### src/shared/dpgp_pkg.sv
package dpgp_pkg;

    // General-purpose pin bank
    localparam int NUM_GPIO = 8;
    localparam int GPIO_IDX_W = 3;
    // Pin that carries the wall-supply detect; it is never driven
    localparam logic [2:0] WALL_GPIO_IDX = 3'h2;

    // Reset mapping of the lane-mux events onto the pin bank
    localparam logic [2:0] MUX_EN_PIN_RST = 3'h3;
    localparam logic [2:0] MUX_FLIP_PIN_RST = 3'h4;
    localparam logic [2:0] MUX_MODE_PIN_RST = 3'h5;

    // Negotiated power object index, zero based (PDO1 = 0)
    localparam logic [1:0] PDO_5V = 2'h0;
    localparam logic [1:0] PDO_9V = 2'h1;
    localparam logic [1:0] PDO_15V = 2'h2;
    localparam logic [1:0] PDO_20V = 2'h3;

    // Source power objects offered with and without wall supply
    localparam logic [2:0] SRC_PDO_CNT_WALL = 3'h4;
    localparam logic [2:0] SRC_PDO_CNT_BUS = 3'h1;

    // Firmware image write path
    localparam int FW_DATA_W = 8;
    localparam int FW_ADDR_W = 18;
    localparam logic [17:0] FW_ADDR_RST = 18'h00000;

    // Policy states
    typedef enum logic [2:0] {
        DPGP_ST_DETACHED,
        DPGP_ST_SRC_ATTACH,
        DPGP_ST_SRC_CONTRACT,
        DPGP_ST_SNK_BOOT,
        DPGP_ST_SNK_CONTRACT,
        DPGP_ST_SNK_CAPS,
        DPGP_ST_PR_SWAP,
        DPGP_ST_SNK_RENEG
    } dpgp_state_t;

    // Requests handed to the protocol layer
    typedef enum logic [1:0] {
        DPGP_CMD_SRC_CAPS,
        DPGP_CMD_PR_SWAP,
        DPGP_CMD_SINK_RENEG,
        DPGP_CMD_NONE
    } dpgp_cmd_t;

endpackage

### src/shared/dpgp_mux_if.sv
`timescale 1ns/1ps
`default_nettype none

// Lane-mux control events and their pin mapping
interface dpgp_mux_if;
    logic mux_enable;
    logic mux_flip;
    logic mux_four_lane;
    logic [2:0] en_pin_sel;
    logic [2:0] flip_pin_sel;
    logic [2:0] mode_pin_sel;
    logic [7:0] gpio_out;
    logic [7:0] gpio_oe;

    modport ctrl (
        output mux_enable,
        output mux_flip,
        output mux_four_lane,
        output en_pin_sel,
        output flip_pin_sel,
        output mode_pin_sel,
        input gpio_out,
        input gpio_oe
    );

    modport mux (
        input mux_enable,
        input mux_flip,
        input mux_four_lane,
        input en_pin_sel,
        input flip_pin_sel,
        input mode_pin_sel,
        output gpio_out,
        output gpio_oe
    );
endinterface

`default_nettype wire

### src/hw/dpgp_top.sv
`timescale 1ns/1ps
`default_nettype none

module dpgp_top #(
    parameter int FW_ADDR_W = dpgp_pkg::FW_ADDR_W
) (
    input wire logic clk,
    input wire logic sys_rst,
    input wire logic wall_supply_detect_input,
    input wire logic cc1_attach_pin,
    input wire logic cc2_attach_pin,
    input wire logic partner_attached,
    input wire logic partner_is_source,
    input wire logic alt_mode_active,
    input wire logic alt_mode_four_lane,
    input wire logic [2:0] mux_en_pin_sel,
    input wire logic [2:0] mux_flip_pin_sel,
    input wire logic [2:0] mux_mode_pin_sel,
    input wire logic cfg_sink_path_en,
    input wire logic contract_valid,
    input wire logic contract_is_source,
    input wire logic [1:0] contract_pdo,
    input wire logic pr_swap_done,
    output logic pe_req_valid,
    output logic [1:0] pe_req_cmd,
    input wire logic pe_req_ack,
    output logic source_role,
    output logic sink_request_enable,
    output logic [2:0] src_pdo_count,
    output logic flash_supply_enable,
    output logic external_power_path,
    output logic plug_event_output,
    output logic select_9v_output,
    output logic select_15v_output,
    output logic select_20v_output,
    output logic [7:0] gpio_out,
    output logic [7:0] gpio_oe,
    output logic i2c_irq_n,
    input wire logic i2c_irq_clear,
    input wire logic fw_start,
    input wire logic fw_valid,
    input wire logic [7:0] fw_data,
    output logic fw_ready,
    output logic flash_wr_valid,
    output logic [FW_ADDR_W-1:0] flash_wr_addr,
    output logic [7:0] flash_wr_data,
    input wire logic flash_wr_ready
);

    ////////////////////////////////////////////////////////////////////////////
    // Pin synchronisers; first stage feeds only the second
    logic [2:0] pin_meta_q;
    logic [2:0] pin_sync_q;
    logic wall_prev_q;
    logic wall_present;
    logic wall_rise;
    logic wall_fall;

    always_ff @(posedge clk) begin
        if (sys_rst) begin
            pin_meta_q <= 3'h0;
            pin_sync_q <= 3'h0;
        end else begin
            pin_meta_q <= {cc2_attach_pin, cc1_attach_pin, wall_supply_detect_input};
            pin_sync_q <= pin_meta_q;
        end
    end

    // Wall edges taken from the settled copy only
    always_ff @(posedge clk) begin
        if (sys_rst) begin
            wall_prev_q <= 1'b0;
        end else begin
            wall_prev_q <= pin_sync_q[0];
        end
    end

    assign wall_present = pin_sync_q[0];
    assign wall_rise = wall_present & ~wall_prev_q;
    assign wall_fall = ~wall_present & wall_prev_q;

    ////////////////////////////////////////////////////////////////////////////
    // Power-role policy
    dpgp_pkg::dpgp_state_t state_q;
    dpgp_pkg::dpgp_state_t state_d;
    logic [1:0] cmd_d;

    always_comb begin
        state_d = state_q;
        cmd_d = dpgp_pkg::DPGP_CMD_NONE;
        case (state_q)
            dpgp_pkg::DPGP_ST_DETACHED: begin
                if (partner_attached) begin
                    if (wall_present) begin
                        state_d = dpgp_pkg::DPGP_ST_SRC_ATTACH;
                    end else if (partner_is_source) begin
                        state_d = dpgp_pkg::DPGP_ST_SNK_BOOT;
                    end
                end
            end
            dpgp_pkg::DPGP_ST_SRC_ATTACH: begin
                if (wall_fall) begin
                    state_d = dpgp_pkg::DPGP_ST_SNK_RENEG;
                end else if (contract_valid && contract_is_source) begin
                    state_d = dpgp_pkg::DPGP_ST_SRC_CONTRACT;
                end
            end
            dpgp_pkg::DPGP_ST_SRC_CONTRACT: begin
                if (wall_fall) begin
                    state_d = dpgp_pkg::DPGP_ST_SNK_RENEG;
                end else if (!contract_valid) begin
                    state_d = dpgp_pkg::DPGP_ST_SRC_ATTACH;
                end
            end
            dpgp_pkg::DPGP_ST_SNK_BOOT: begin
                if (wall_present) begin
                    state_d = dpgp_pkg::DPGP_ST_SNK_CAPS;
                end else if (contract_valid && !contract_is_source) begin
                    state_d = dpgp_pkg::DPGP_ST_SNK_CONTRACT;
                end
            end
            dpgp_pkg::DPGP_ST_SNK_CONTRACT: begin
                if (wall_present) begin
                    state_d = dpgp_pkg::DPGP_ST_SNK_CAPS;
                end else if (!contract_valid) begin
                    state_d = dpgp_pkg::DPGP_ST_SNK_BOOT;
                end
            end
            dpgp_pkg::DPGP_ST_SNK_CAPS: begin
                cmd_d = dpgp_pkg::DPGP_CMD_SRC_CAPS;
                if (!wall_present) begin
                    state_d = dpgp_pkg::DPGP_ST_SNK_BOOT;
                end else if (pe_req_ack) begin
                    state_d = dpgp_pkg::DPGP_ST_PR_SWAP;
                end
            end
            dpgp_pkg::DPGP_ST_PR_SWAP: begin
                cmd_d = dpgp_pkg::DPGP_CMD_PR_SWAP;
                if (pr_swap_done) begin
                    state_d = dpgp_pkg::DPGP_ST_SRC_ATTACH;
                end else if (!wall_present) begin
                    state_d = dpgp_pkg::DPGP_ST_SNK_BOOT;
                end
            end
            dpgp_pkg::DPGP_ST_SNK_RENEG: begin
                cmd_d = dpgp_pkg::DPGP_CMD_SINK_RENEG;
                if (wall_present) begin
                    state_d = dpgp_pkg::DPGP_ST_SRC_ATTACH;
                end else if (pe_req_ack) begin
                    state_d = dpgp_pkg::DPGP_ST_SNK_BOOT;
                end
            end
            default: begin
                state_d = dpgp_pkg::DPGP_ST_DETACHED;
            end
        endcase
        // Detach overrides every state
        if (!partner_attached) begin
            state_d = dpgp_pkg::DPGP_ST_DETACHED;
            cmd_d = dpgp_pkg::DPGP_CMD_NONE;
        end
    end

    always_ff @(posedge clk) begin
        if (sys_rst) begin
            state_q <= dpgp_pkg::DPGP_ST_DETACHED;
        end else begin
            state_q <= state_d;
        end
    end

    // Request held through its own accept; dropped when a detach, wall change
    // or finished swap moves the state. Ack is read directly to avoid a loop
    always_comb begin
        pe_req_cmd = cmd_d;
        pe_req_valid = (cmd_d != dpgp_pkg::DPGP_CMD_NONE) &&
                       ((state_q == state_d) || pe_req_ack);
    end

    ////////////////////////////////////////////////////////////////////////////
    // Role and supply outputs, registered
    logic is_source_d;

    assign is_source_d = (state_d == dpgp_pkg::DPGP_ST_SRC_ATTACH) ||
                         (state_d == dpgp_pkg::DPGP_ST_SRC_CONTRACT);

    always_ff @(posedge clk) begin
        if (sys_rst) begin
            source_role <= 1'b0;
            sink_request_enable <= 1'b0;
            src_pdo_count <= dpgp_pkg::SRC_PDO_CNT_BUS;
            flash_supply_enable <= 1'b0;
            external_power_path <= 1'b0;
            plug_event_output <= 1'b0;
        end else begin
            source_role <= is_source_d;
            // Never ask for power while the wall supply is there
            sink_request_enable <= partner_attached & ~wall_present & ~is_source_d;
            src_pdo_count <= wall_present ? dpgp_pkg::SRC_PDO_CNT_WALL
                                          : dpgp_pkg::SRC_PDO_CNT_BUS;
            // Flash must be powered from bus even with no wall supply
            flash_supply_enable <= wall_present | partner_attached;
            external_power_path <= cfg_sink_path_en & partner_attached &
                                   ~wall_present & ~is_source_d;
            // Regulator on at 5 V for an attached plug while in a source state
            plug_event_output <= partner_attached & is_source_d;
        end
    end

    ////////////////////////////////////////////////////////////////////////////
    // Voltage selects: one-hot from the negotiated object, all low for 5 V
    always_ff @(posedge clk) begin
        if (sys_rst) begin
            select_9v_output <= 1'b0;
            select_15v_output <= 1'b0;
            select_20v_output <= 1'b0;
        end else if (state_d == dpgp_pkg::DPGP_ST_SRC_CONTRACT && contract_valid) begin
            select_9v_output <= (contract_pdo == dpgp_pkg::PDO_9V);
            select_15v_output <= (contract_pdo == dpgp_pkg::PDO_15V);
            select_20v_output <= (contract_pdo == dpgp_pkg::PDO_20V);
        end else begin
            // Detach, wall loss or no valid contract: back to default voltage
            select_9v_output <= 1'b0;
            select_15v_output <= 1'b0;
            select_20v_output <= 1'b0;
        end
    end

    ////////////////////////////////////////////////////////////////////////////
    // Orientation captured at attach so mid-session CC noise cannot flip lanes
    logic flip_q;
    logic attached_q;

    always_ff @(posedge clk) begin
        if (sys_rst) begin
            flip_q <= 1'b0;
            attached_q <= 1'b0;
        end else begin
            attached_q <= partner_attached;
            if (partner_attached && !attached_q) begin
                flip_q <= pin_sync_q[2] & ~pin_sync_q[1];
            end
        end
    end

    dpgp_mux_if mux_bus ();

    assign mux_bus.mux_enable = attached_q & alt_mode_active;
    assign mux_bus.mux_flip = flip_q;
    assign mux_bus.mux_four_lane = alt_mode_four_lane;
    assign mux_bus.en_pin_sel = mux_en_pin_sel;
    assign mux_bus.flip_pin_sel = mux_flip_pin_sel;
    assign mux_bus.mode_pin_sel = mux_mode_pin_sel;

    dpgp_lane_mux u_lane_mux (
        .clk(clk),
        .sys_rst(sys_rst),
        .mif(mux_bus.mux)
    );

    assign gpio_out = mux_bus.gpio_out;
    assign gpio_oe = mux_bus.gpio_oe;

    ////////////////////////////////////////////////////////////////////////////
    // System-change interrupt; a new change beats a same-cycle clear
    logic irq_q;
    logic sys_change;
    logic [1:0] pdo_prev_q;
    logic cv_prev_q;

    always_ff @(posedge clk) begin
        if (sys_rst) begin
            pdo_prev_q <= dpgp_pkg::PDO_5V;
            cv_prev_q <= 1'b0;
        end else begin
            pdo_prev_q <= contract_pdo;
            cv_prev_q <= contract_valid;
        end
    end

    assign sys_change = (state_d != state_q) | wall_rise | wall_fall |
                        (contract_valid != cv_prev_q) |
                        (contract_valid & (contract_pdo != pdo_prev_q));

    always_ff @(posedge clk) begin
        if (sys_rst) begin
            irq_q <= 1'b0;
        end else if (sys_change) begin
            irq_q <= 1'b1;
        end else if (i2c_irq_clear) begin
            irq_q <= 1'b0;
        end
    end

    assign i2c_irq_n = ~irq_q;

    ////////////////////////////////////////////////////////////////////////////
    // Firmware bytes from I2C to flash, one-byte stage with rising address
    logic [FW_ADDR_W-1:0] fw_addr_q;

    assign fw_ready = ~flash_wr_valid | flash_wr_ready;

    always_ff @(posedge clk) begin
        if (sys_rst) begin
            flash_wr_valid <= 1'b0;
            flash_wr_data <= 8'h00;
            flash_wr_addr <= FW_ADDR_W'(dpgp_pkg::FW_ADDR_RST);
            fw_addr_q <= FW_ADDR_W'(dpgp_pkg::FW_ADDR_RST);
        end else if (fw_start) begin
            // Restart drops any byte not yet taken
            flash_wr_valid <= 1'b0;
            fw_addr_q <= FW_ADDR_W'(dpgp_pkg::FW_ADDR_RST);
        end else if (fw_ready) begin
            flash_wr_valid <= fw_valid;
            if (fw_valid) begin
                flash_wr_data <= fw_data;
                flash_wr_addr <= fw_addr_q;
                fw_addr_q <= fw_addr_q + FW_ADDR_W'(1);
            end
        end
    end

endmodule

`default_nettype wire

### src/hw/dpgp_lane_mux.sv
`timescale 1ns/1ps
`default_nettype none

module dpgp_lane_mux (
    input wire logic clk,
    input wire logic sys_rst,
    dpgp_mux_if.mux mif
);

    ////////////////////////////////////////////////////////////////////////////
    // Place each event on whichever pin it is mapped to
    function automatic logic [7:0] pin_onehot(input logic [2:0] sel);
        logic [7:0] v;
        v = 8'h00;
        v[sel] = 1'b1;
        return v;
    endfunction

    logic [7:0] en_hot;
    logic [7:0] flip_hot;
    logic [7:0] mode_hot;
    logic [7:0] out_d;
    logic [7:0] oe_d;
    logic [7:0] out_q;
    logic [7:0] oe_q;
    logic [7:0] wall_mask;

    // Wall detect pin stays input only, even if mapped by mistake
    assign wall_mask = ~pin_onehot(dpgp_pkg::WALL_GPIO_IDX);
    assign en_hot = pin_onehot(mif.en_pin_sel);
    assign flip_hot = pin_onehot(mif.flip_pin_sel);
    assign mode_hot = pin_onehot(mif.mode_pin_sel);

    // Later mapping wins when two events share a pin
    always_comb begin
        out_d = 8'h00;
        if (mif.mux_enable) begin
            out_d = out_d | en_hot;
        end
        out_d = (out_d & ~flip_hot) | (mif.mux_flip ? flip_hot : 8'h00);
        out_d = (out_d & ~mode_hot) | (mif.mux_four_lane ? mode_hot : 8'h00);
        out_d = out_d & wall_mask;
        oe_d = (en_hot | flip_hot | mode_hot) & wall_mask;
    end

    ////////////////////////////////////////////////////////////////////////////
    // Registered pin drive, released during reset
    always_ff @(posedge clk) begin
        if (sys_rst) begin
            out_q <= 8'h00;
            oe_q <= 8'h00;
        end else begin
            out_q <= out_d;
            oe_q <= oe_d;
        end
    end

    assign mif.gpio_out = out_q;
    assign mif.gpio_oe = oe_q;

endmodule

`default_nettype wire

### config.mk
export PLATFORM = sky130hd
export DESIGN_NAME = dpgp_top
export DESIGN_NICKNAME = d
export VERILOG_FILES = /design/src/shared/dpgp_pkg.sv /design/src/shared/dpgp_mux_if.sv /design/src/hw/dpgp_top.sv /design/src/hw/dpgp_lane_mux.sv
export SDC_FILE = /design/constraint.sdc
export NUM_CORES = 1
export LEC_CHECK = 0
export ABC_AREA = 1
export BUFFER_PORTS_ARGS = -buffer_cell sky130_fd_sc_hd__buf_2
export CAP_MARGIN = 10
export CELL_PAD_IN_SITES_DETAIL_PLACEMENT = 0
export CELL_PAD_IN_SITES_GLOBAL_PLACEMENT = 1
export CORE_MARGIN = 3
export CORE_UTILIZATION = 40
export DETAILED_ROUTE_END_ITERATION = 10
export PLACE_DENSITY = 0.88
export SLEW_MARGIN = 20
export SYNTH_ARGS = -nofsm -noshare
export SYNTH_HDL_FRONTEND = slang
export SYNTH_HIERARCHICAL = 1
export SYNTH_SLANG_ARGS = --single-unit
export TNS_END_PERCENT = 1
### constraint.sdc
create_clock -name clk -period 2.1 [get_ports clk]
set_input_delay 0.105 -clock clk [delete_from_list [all_inputs] [get_ports clk]]
set_output_delay 0.105 -clock clk [all_outputs]
set_load 0.005 [all_outputs]
# Word-level counts from Yosys, hierarchy flattened
# Index checks and enable logic that the tools add are counted.
dict set report op_classes {
  add_sub_neg 1
  order_cmp 6
  n_eq_ne 17
  mux 32
  n_bitwise 33
  n_reduce_logical 18
}
# op n
set ops {}
lappend ops {{$mux W3} 18}
lappend ops {{$or A8 B8 Y8} 4}
lappend ops {{$mux W8} 3}
lappend ops {{$pmux W3 S8} 1}
lappend ops {{$add A18 B1 Y18 const B} 1}
lappend ops {{$and A8 B8 Y8} 2}
lappend ops {{$not A8 Y8} 2}
lappend ops {{$eq A3 B3 Y1 const B} 4}
lappend ops {{$lt A3 B4 Y1 const B} 3}
lappend ops {{$and A1 B1 Y1} 11}
lappend ops {{$demux W1 S3} 3}
lappend ops {{$eq A3 B2 Y1 const B} 3}
lappend ops {{$ge A3 B1 Y1 const B} 3}
lappend ops {{$logic_and A1 B1 Y1} 8}
lappend ops {{$not A1 Y1} 8}
lappend ops {{$eq A3 B1 Y1 const B} 2}
lappend ops {{$or A1 B1 Y1} 6}
lappend ops {{$pmux W2 S3} 1}
lappend ops {{$mux W1} 5}
lappend ops {{$eq A2 B2 Y1 const B} 2}
lappend ops {{$reduce_or A2 Y1} 2}
lappend ops {{$eq A3 B3 Y1} 1}
lappend ops {{$logic_not A3 Y1} 1}
lappend ops {{$ne A3 B3 Y1} 1}
lappend ops {{10 further kinds} 12}
dict set report word_totals {
  reg_bits 88
  input_bits 37
  out_inout_bits 59
  elab_cells 133
}

# Logic depth before layout (Yosys ltp)
# Gate-level depths: netlist (run 1).
dict set report depth {
  word_depth 12
  mapped_depth 15
  mapped_depth_nobuf 14
}

# By module
# The synthesis (run 1) kept the hierarchy.
# module n_inst cells_per_inst area_per_inst_um2 seq_area_each_um2
set modules_own_cells {}
lappend modules_own_cells {dpgp_top 1 421 3093.0 1401.3}
lappend modules_own_cells {dpgp_lane_mux 1 125 788.3 280.3}

# Worst setup path after synthesis (run 1)
# OpenSTA, ideal clock, no wires.
dict set report synth_path {
  path_kind {reg-to-output}
  from {register pin_sync_q[0]}
  to {output pe_req_valid}
  arrival_ns 1.316
  required_ns 1.995
  slack_ns 0.679
  stages_incl_launch_ff 11
  path_buffers 1
  cell_sequence {dfxtp_1 > inv_2 > buf_6 > o21ai_1 > a31oi_2 > nand2_4 > nand2_1 > nand2_1 > nor2_2 > nand2_1 > a21oi_2}
}
dict set report synth_between {
  elab_chain_len 8
  elab_cells_between_ends 16
  classes_between {eq/ne: 1; mux: 11; bitwise: 2; reduce/logical: 2}
}
# item line
set synth_lines {}
lappend synth_lines {{start, declared} dpgp_top.sv:53} ;# logic [2:0] pin_sync_q;
lappend synth_lines {{start signal, assigned} dpgp_top.sv:65} ;# pin_sync_q <= pin_meta_q;
lappend synth_lines {{$not A1 Y1} dpgp_top.sv:80} ;# assign wall_fall = ~wall_present & wall_prev_q;
lappend synth_lines {{$and A1 B1 Y1} dpgp_top.sv:80}
lappend synth_lines {{$mux W3, on equally long branches} {dpgp_top.sv:109, dpgp_top.sv:102}}
lappend synth_lines {{$pmux W3 S8 (*)} dpgp_top.sv:91} ;# case (state_q)
lappend synth_lines {{$mux W3 (*)} dpgp_top.sv:158} ;# if (!partner_attached) begin
lappend synth_lines {{$eq A3 B3 Y1 (*)} dpgp_top.sv:177} ;# ((state_q == state_d) || pe_req_ack);
lappend synth_lines {{$logic_or A1 B1 Y1 (*)} dpgp_top.sv:177}
lappend synth_lines {{$logic_and A1 B1 Y1 (*)} dpgp_top.sv:176} ;# pe_req_valid = (cmd_d != dpgp_pkg::DPGP_CMD_NONE) &&
lappend synth_lines {{end, declared} dpgp_top.sv:24} ;# output logic pe_req_valid,
# Mark *: on every way between the ends. The rest lies on a longest branch, timed or not.

# Worst setup path after layout (run 1)
dict set report layout_path {
  from {register state_q[0]}
  to {output pe_req_valid}
}
dict set report layout_between {
  elab_chain_len 7
  elab_cells_between_ends 32
  classes_between {eq/ne: 9; mux: 20; reduce/logical: 3}
}
# item line
set layout_lines {}
lappend layout_lines {{start, declared} dpgp_top.sv:84} ;# dpgp_pkg::dpgp_state_t state_q;
lappend layout_lines {{start signal, assigned} dpgp_top.sv:166} ;# state_q <= dpgp_pkg::DPGP_ST_DETACHED;
lappend layout_lines {{start signal, assigned} dpgp_top.sv:168} ;# state_q <= state_d;
lappend layout_lines {{$mux W3, or another cell as far along} dpgp_top.sv:149} ;# end else if (pe_req_ack) begin
lappend layout_lines {{$mux W3, or another cell as far along} dpgp_top.sv:147} ;# if (wall_present) begin
lappend layout_lines {{$pmux W3 S8} dpgp_top.sv:91}
lappend layout_lines {{$mux W3} dpgp_top.sv:158}
lappend layout_lines {{$eq A3 B3 Y1} dpgp_top.sv:177}
lappend layout_lines {{$logic_or A1 B1 Y1} dpgp_top.sv:177}
lappend layout_lines {{$logic_and A1 B1 Y1 (*)} dpgp_top.sv:176}
# Marked as above.

==> results by stage, run 1 <==
Synth:
- For this run, the leading register cell type out of synthesis is dfxtp_1.
- The area share of the largest cell type after synthesis is 0.433.
- Of the synthesized area, sequential elements account for 0.433.
- dfxtp_1 takes more of the synthesized area than any other cell.
- In this run the cell area of the synthesized design comes to 3880 sq um.
- The synthesized area divided by synthesized cell count is slightly above 7 sq um.
- After synthesis, the most frequently instantiated cells are 102 x nor2_1, 84 x dfxtp_1, 78 x nand2_1.
- After synthesis, the cell types taking the most area are dfxtp_1 43%, nor2_1 9.9%, nand2_1 7.5%.
- The gate count after technology mapping is 546.
- By instance count, the leading cell after synthesis is nor2_1.
- After synthesis the netlist holds a flip-flop and latch count of 84.
- Yosys mapped a number of flops with a built-in enable equal to 0.
- The post-synthesis cell type count is 38.
- The Yosys step of the flow raised 6 warnings.
- After synthesis, the share of flip-flops with an asynchronous set or reset is 0.

Global routing:
- The first global-routing pass estimated 16.1 mm of wire.
- The global-route total usage across every layer is 0.178.
- The number of antenna violations at the first check in global routing is 0.
- The via count of the first global-routing pass is 3,493.
- The pin count of the biggest net entering global routing is 38.
- The total overflow reported by the global router is 0.

Placed design:
- Port buffering added 92 buffers.
- At the end of routability-driven placement, the weighted congestion stood at 0.870.
- The placed cell count is 752.
- The HPWL reported at the end of detailed placement is 7.01 mm.
- The setup slack after placement is ~0.21 ns.

Worst setup path:
- The cell depth of the worst flop-to-flop path is 12.
- Among all stages on the critical path, the largest delay is contributed by dfxtp_4.
- The type of the setup path with the least slack is reg -> out.
- The signal on the critical path passes through buf_6 > nor2_4 > nand2_2 > nand2_2 > nor2_2 > nand2_2 > nand2_4 > nand2_2 > nand2_2 > nor2_4 > nand2_2 > a21oi_2 > buf_2.
- The delay of the slowest cell on the worst path is 0.39 ns.
- The maximum fanout count along the critical path is 7.
- The worst setup path is launched from a flop.
- STA puts the critical path data required time at 2.00 ns.
- The cell repeated most along the worst path is nand2_2.
- The element type at the critical path end is a primary output.
- The arrival time at the worst endpoint is ~1.9 ns.

Routing:
- The final routed wirelength across all metal layers is 9.74 mm.
- The pre-antenna-repair detailed-routing pass consisted of 6 iterations.
- After detailed routing, the number of vias per cell comes to 4.76.
- The number of remaining DRC errors is 0.
- Dividing the detail-routed wire length by the instance count gives approximately 12 um.
- The detailed-route via count is between 3k and 4k.
- The count of antenna-violating nets left after detailed routing is 0.
- The violation count after the first detailed-routing iteration is around 130.

Final layout:
- For this run, the share of the core covered by cells in the final layout is 0.531.
- Of the cells placed in the final design, the portion with a size suffix greater than 1 is 0.287.
- The area taken by flip-flops and latches is 1690 sq um.
- The number of antenna diodes in the final layout is 0.
- The number of standard cells in the layout, taps in and fillers out is approximately 790.
- The multi-input gate area in the final layout is 1850 sq um.
- After filler insertion, the fill cell instance count of the layout stands at around 950.
- The area growth from synthesis to layout is 27.5%.
- The number of nets in the final layout is 697.

Timing:
- The total setup violations reported at the end of the flow is 0.
- The tightest slew margin relative to the limit is 0.529.
- In the finished design, the share of the clock period the worst path needs comes to 0.969.
- Setup repair after global routing could not meet its margin everywhere.
- The worst clock skew is roughly 0.016 ns.
- At the pin with the least slew margin, the transition time is 0.706 ns.
- The final critical-path setup slack is 0.0643 ns.
- The maximum clock frequency is 491 MHz.
- The max-slew violation count is 0.
- The final hold violation count is 0.
- The final critical-path required period is 2.04 ns.

CTS:
- The number of buffers created by CTS is 9.
- The clock tree buffer depth is 2.
- TritonCTS built the clock tree.
- CTS saw 84 sinks.
- The clock transition time at the flip-flop clock pins of the worst setup and hold paths is roughly 0.080 ns.
- The insertion delay of the later-clocked pin in the worst-skew pair is roughly 0.34 ns.
- The H-tree was split into 3 levels.
- The tree is rooted in a clkbuf_8.

Floorplan:
- The total area inside the core boundary comes to 9330 sq um.
- The die covers 10,900 sq um.
- Measured along the x axis, the die boundary spans 105 um.
- The I/O pin count is 96.
- The effective utilization at floorplan is 0.416.
- In this run the core area contains 35 standard-cell rows.
- The height of the die is 105 um.

Job:
- The count of maximum capacitance violations is 0.

Pwr:
- The analysis attributes to cell leakage a power of about 2.4 nW.
- For this design the ratio of total power to cell area is ~690 nW/um^2.
- The worst-case IR drop observed on VDD is 0.352 mV.

Status:
- The flow ran to the end, and the final reports show no timing, DRC or antenna violations.

Worst hold path:
- In this run the worst hold path is classified as in -> reg.
- The worst hold path stage count is 3.
## stage by stage
step | instance area [sq um] | hold WS (ns) | TNS (ns) | total power [mW]
2_1_floorplan | 3880 | 0.175 | 0 | 2.00
3_3_place_gp | 4410 | 0.314 | 0 | 2.16
3_5_place_dp | 4410 | 0.318 | 0 | 2.16
4_1_cts | 4800 | 0.000741 | 0 | 3.45
5_1_grt | 4950 | 0.0219 | -0.0687 | 3.62
6_report | 4950 | 0.0190 | 0 | 3.44
## worst max-delay path, delay by kind of cell, from the launching register on
family                 cells  cell delay, ns
and+or+nand+nor           10            0.84
buffers and inverters      2            0.25
AOI/OAI and AO/OA          1            0.13
DFF                        1            0.39
## metal layers
metal	vias up	track usage	wire length (um)
met5	-	0	0
met4	0	0.0589	162
met3	14	0.0416	500
met2	86	0.297	4690
met1	1712	0.226	4380
li1	1957	-	-
## report_power, final
group | internal (mW) | leakage (nW) | switching [mW]
sequential | 1.66 | 0.691 | 0.0367
combinational | 0.204 | 1.63 | 0.284
clock | 0.692 | 0.109 | 0.556
total | 2.56 | 2.43 | 0.877
## state kept, by name, summed over array words and instances, names as in the netlist, 2 cells and up
signal                   flops
flash_wr_addr               18
fw_addr_q                   18
flash_wr_data                8
u_lane_mux/mif.gpio_oe       7
u_lane_mux/mif.gpio_out      7
pin_meta_q                   3
pin_sync_q                   3
state_q                      3
pdo_prev_q                   2
src_pdo_count                2
## final timing paths
check                         to  slack, ns          start
min reg2reg        pin_sync_q[1]       0.41  pin_meta_q[1]
max reg2reg  sink_request_enable       0.44     state_q[0]
min             flash_wr_data[4]       0.02     fw_data[4]
max                 pe_req_valid       0.06     state_q[0]
## final cells by class
cell class,count,share of cell area
Inverter,76,0.0597
Clock inverter,4,0.0149
Sequential cell,84,0.342
Tap cell,129,0.0326
Clock buffer,10,0.0278
Timing Repair Buffer,123,0.148
Multi-Input combinational cell,365,0.374
## cells in the final DEF, fill, tap and decap left out, types with 2 or more instances in the layout
master,n
dfxtp_4,3
o21ai_0,46
nand4_1,10
nand3_1,37
inv_2,7
buf_2,92
buf_4,16
nor2_1,96
bufinv_16,2
nand2_1,67
a211oi_1,2
inv_1,65
a21oi_1,29
nor2_2,10
o21ai_1,6
nand2_4,6
nor2_4,6
nand2_2,19
nor3_1,7
dfxtp_1,80
clkbuf_8,10
buf_6,2
nor3b_1,2
xor2_1,2
dlygate4sd3_1,13
inv_4,2
nand3_2,5
conb_1,3
## cell families (layout without fill, tap and decap cells)
group,count (synthesis),in the layout,share of synthesized area
AND/OR/NAND/NOR,269,269,0.321
buffers and inverters,98,213,0.110
AO/OA/AOI/OAI,90,90,0.125
flip-flops,84,84,0.433
other,2,3,0.00193
XOR/XNOR,2,2,0.00451
adder cells (fa/ha/maj),1,1,0.00322
## what timing repair did
action	CTS	global route
pin swaps	2	17
setup buffers	4	8
gates resized for setup	9	27
hold buffers	13	0
setup endpoints to repair	1	1
endpoints found under the hold margin	13	0
(Power assumes the default switching activity.)
==> run 2: changes to the inputs <==
RECOVER_POWER = 100   (was default)
==> run 2 against run 1 <==
Against the previous run:
- combinational power fell by 2%
- sequential power barely moved
- sequential share of layout area rose by 0.34 points
- critical path type unchanged
- via count fell by 0.27%
- clock power barely moved
- global-route usage did not move
- final cell count did not move
- largest cell class unchanged
- critical path depth did not move
- worst hold slack improved by 0.00079 ns
- worst setup slack got worse by 0.0024 ns
==> results by stage, run 2 (synthesis gave the netlist of run 1 again) <==
Status:
- The flow ran to the end, and the final reports show no timing, DRC or antenna violations.

Global routing:
- The via count of the first global-routing pass is 3,493 (unchanged).
- The first-pass GRT wire length is 16.1 mm (unchanged).
- The pin count of the biggest net entering global routing is 38 (unchanged).
- The global-route total usage across every layer was 0.178 (unchanged).
- The total overflow reported by the global router is 0 (unchanged).
- The number of antenna violations at the first check in global routing was 0 (unchanged).

Worst setup path:
- The maximum fanout count along the critical path came to 12 (+5).
- The worst setup path is captured at a primary output.
- Walking the worst path, the cells encountered are clkinv_4 > buf_4 > nand3_1 > nand3_1 > nand2_1 > nor2_1 > nand3_2 > nand2_4 > nand2_2 > nand2_1 > nand2_2 > a21oi_2 > buf_2.
- The cell depth of the worst flop-to-flop path was 12 (unchanged).
- The startpoint kind of the worst setup timing path is a flop.
- The worst setup path is of the reg -> out kind.
- The number of buffer and inverter instances along the worst setup path came to 3 (+1).
- The critical path depth is 13 (unchanged).
- The worst path required time is 2.00 ns (about the same).
- The slack of the worst reg-to-reg path is 0.37 ns (-0.07 ns).
- The delay of the slowest cell on the worst path was 0.34 ns (-0.05 ns).
- The arrival time at the worst endpoint came to 1.93 ns (about the same).
- The master of the slowest instance on the critical path is dfxtp_2.
- Grouping stages by cell kind, the critical path spends the most delay in simple AND/OR/NAND/NOR gates.

Final layout:
- The most common cell after layout, fill and taps aside is nor2_1.
- The area of all placed cells without fillers is 4900 sq um (-0.99%).
- In the final layout, the registers with the most flip-flops are flash_wr_addr: 18 flops, fw_addr_q: 18 flops, flash_wr_data: 8 flops.
- The library cells used most frequently in the layout, excluding fill and tap cells, are 96 x nor2_1, 80 x dfxtp_1, 69 x nand2_1.
- From synthesis to final layout, the design area changed by 26.2%.
- The number of nets in the final layout is 697 (unchanged).
- The antenna diode instance count was 0 (unchanged).
- The proportion of layout cells with a drive suffix above 1 is 0.239 (-0.0483).

Pwr:
- The leakage power came to 2.32 nW (-4.7%).
- The power density of the placed cells is 700 nW/um^2 (+0.78%).
- The peak supply drop is 0.351 mV (-0.23%).
- The overall power of the completed layout was 3.43 mW (-0.21%).

Routing:
- The routed length on met3 is 421 um (-16%).
- The number of search-and-repair iterations in the first detailed-routing pass was 5 (-1).
- The detailed-routed wire length on met2 is 4.74 mm (+1.0%).
- The post-detailed-route via-to-cell ratio is 4.75 (-0.27%).
- The violation count after the first detailed-routing iteration is 131 (+1.6%).
- The routed wire length per instance was 12.3 um (+0.26%).
- The routed length on met1 is 4.46 mm (+1.7%).
- The top layer reached by signal wires is met4.
- The detailed-route via count is 3,759 (-0.27%).
- The final routed wirelength across all metal layers is 9.76 mm (+0.26%).
- The count of antenna-violating nets left after detailed routing was 0 (unchanged).
- The number of remaining DRC errors is 0 (unchanged).

Timing:
- The actual transition at the worst max-transition pin is 0.712 ns (+0.00626 ns).
- The final critical-path required period is 2.04 ns (+0.00237 ns).
- The tightest slew margin relative to the limit was 0.525 (-0.00418).
- The portion of the clock cycle consumed by the worst path in the final layout is 0.971 (+0.00113).
- The worst clock skew is 0.0156 ns (-0.000214 ns).
- The final hold violation count is 0 (unchanged).
- The maximum clock frequency was 491 MHz (-0.12%).
- The setup total negative slack is 0 ns (unchanged).
- The total setup violations reported at the end of the flow is 0 (unchanged).
- Setup repair after global routing could not meet its margin everywhere.
- The max-slew violation count is 0 (unchanged).

Floorplan:
- The area of the core is 9330 sq um (unchanged).
- The number of core rows is 35 (unchanged).
- The effective utilization at floorplan is 0.416 (unchanged).
- The die extent in x came to 105 um (unchanged).
- The I/O pin count was 96 (unchanged).
- The die footprint is 10,900 sq um (unchanged).
- The height of the die is 105 um (unchanged).

CTS:
- The insertion delay of the later-clocked pin in the worst-skew pair is 0.34 ns (about the same).
- The cell at the root of the clock tree is clkbuf_8.
- The count of H-tree levels built during CTS is 3 (unchanged).
- The clock tree buffer depth is 2 (unchanged).
- The number of clock sinks was 84 (unchanged).
- The number of buffers created by CTS is 9 (unchanged).
- TritonCTS built the clock tree.
- The clock transition time at the flip-flop clock pins of the worst setup and hold paths is 0.09 ns (about the same).

Placed design:
- The placer congestion estimate is 0.870 (unchanged).
- The count of buffers from port buffering is 92 (unchanged).
- The HPWL reported at the end of detailed placement is 7.01 mm (unchanged).
- The placed standard-cell area came to 4410 sq um (unchanged).

Worst hold path:
- The worst hold-check path type is in -> reg.
- The worst hold path stage count is 3 (unchanged).

Job:
- The count of maximum capacitance violations is 0 (unchanged).
## run 2: cell count changes in the layout (fill, tap and decap cells not counted)
cell	previous run	this run
nand2_2	19	17
nand2_1	67	69
clkbuf_1	0	29
nand3_2	5	4
clkbuf_2	0	1
buf_2	92	63
o21ai_0	46	47
nand3_1	37	38
buf_4	16	15
o21ai_1	6	5
## run 2: stage by stage
stage | utilization | instances | setup slack, ns | hold slack (ns)
6_report | 0.525 | 791 | 0.0619 | 0.0198
5_1_grt | 0.525 | 791 | -0.0687 | 0.0219
2_1_floorplan | - | 547 | 0.679 | 0.175
3_5_place_dp | 0.473 | 752 | 0.213 | 0.318
3_3_place_gp | 0.473 | 752 | 0.214 | 0.314
4_1_cts | 0.515 | 783 | 0.00661 | 0.000741
## run 2: final timing paths
kind / from / endpoint
hold / removal: fw_data[4] / flash_wr_data[4]
hold reg to reg: pin_meta_q[1] / pin_sync_q[1]
setup reg to reg: flash_wr_valid / fw_addr_q[16]
setup / recovery: pin_sync_q[0] / pe_req_valid
## run 2: where the power goes
| group | leakage (nW) | switching [mW] | internal, mW | total, mW |
|---|---|---|---|---|
| clock network | 0.109 | 0.557 | 0.692 | 1.25 |
| logic | 1.52 | 0.284 | 0.195 | 0.479 |
| registers | 0.691 | 0.0376 | 1.66 | 1.70 |
## run 2: cell type report
cell class	count	area [sq um]
multi-input cells	365	1840
fillers	964	4430
well taps	129	161
clock inverters	4	73.8
repair buffers	123	694
clock buffers	10	138
flip-flops and latches	84	1690
inverters	76	295
## run 2: per-layer routing
metal / vias up / track usage
li1: 1953 / -
met1: 1712 / 0.226
met2: 83 / 0.297
met3: 11 / 0.0416
met4: 0 / 0.0589
met5: - / 0
## run 2: what timing repair did
action	CTS	global route
hold endpoints to repair	13	0
resized for setup	9	27
setup buffers	4	8
pin swaps	2	17
hold buffers	13	0
endpoints found under the setup margin	1	1
## run 2: tightest hold or removal path: cells and delay by family
family	cells	cell delay [ns]
and+or+nand+nor	2	0.13
buffers and inverters	1	0.08
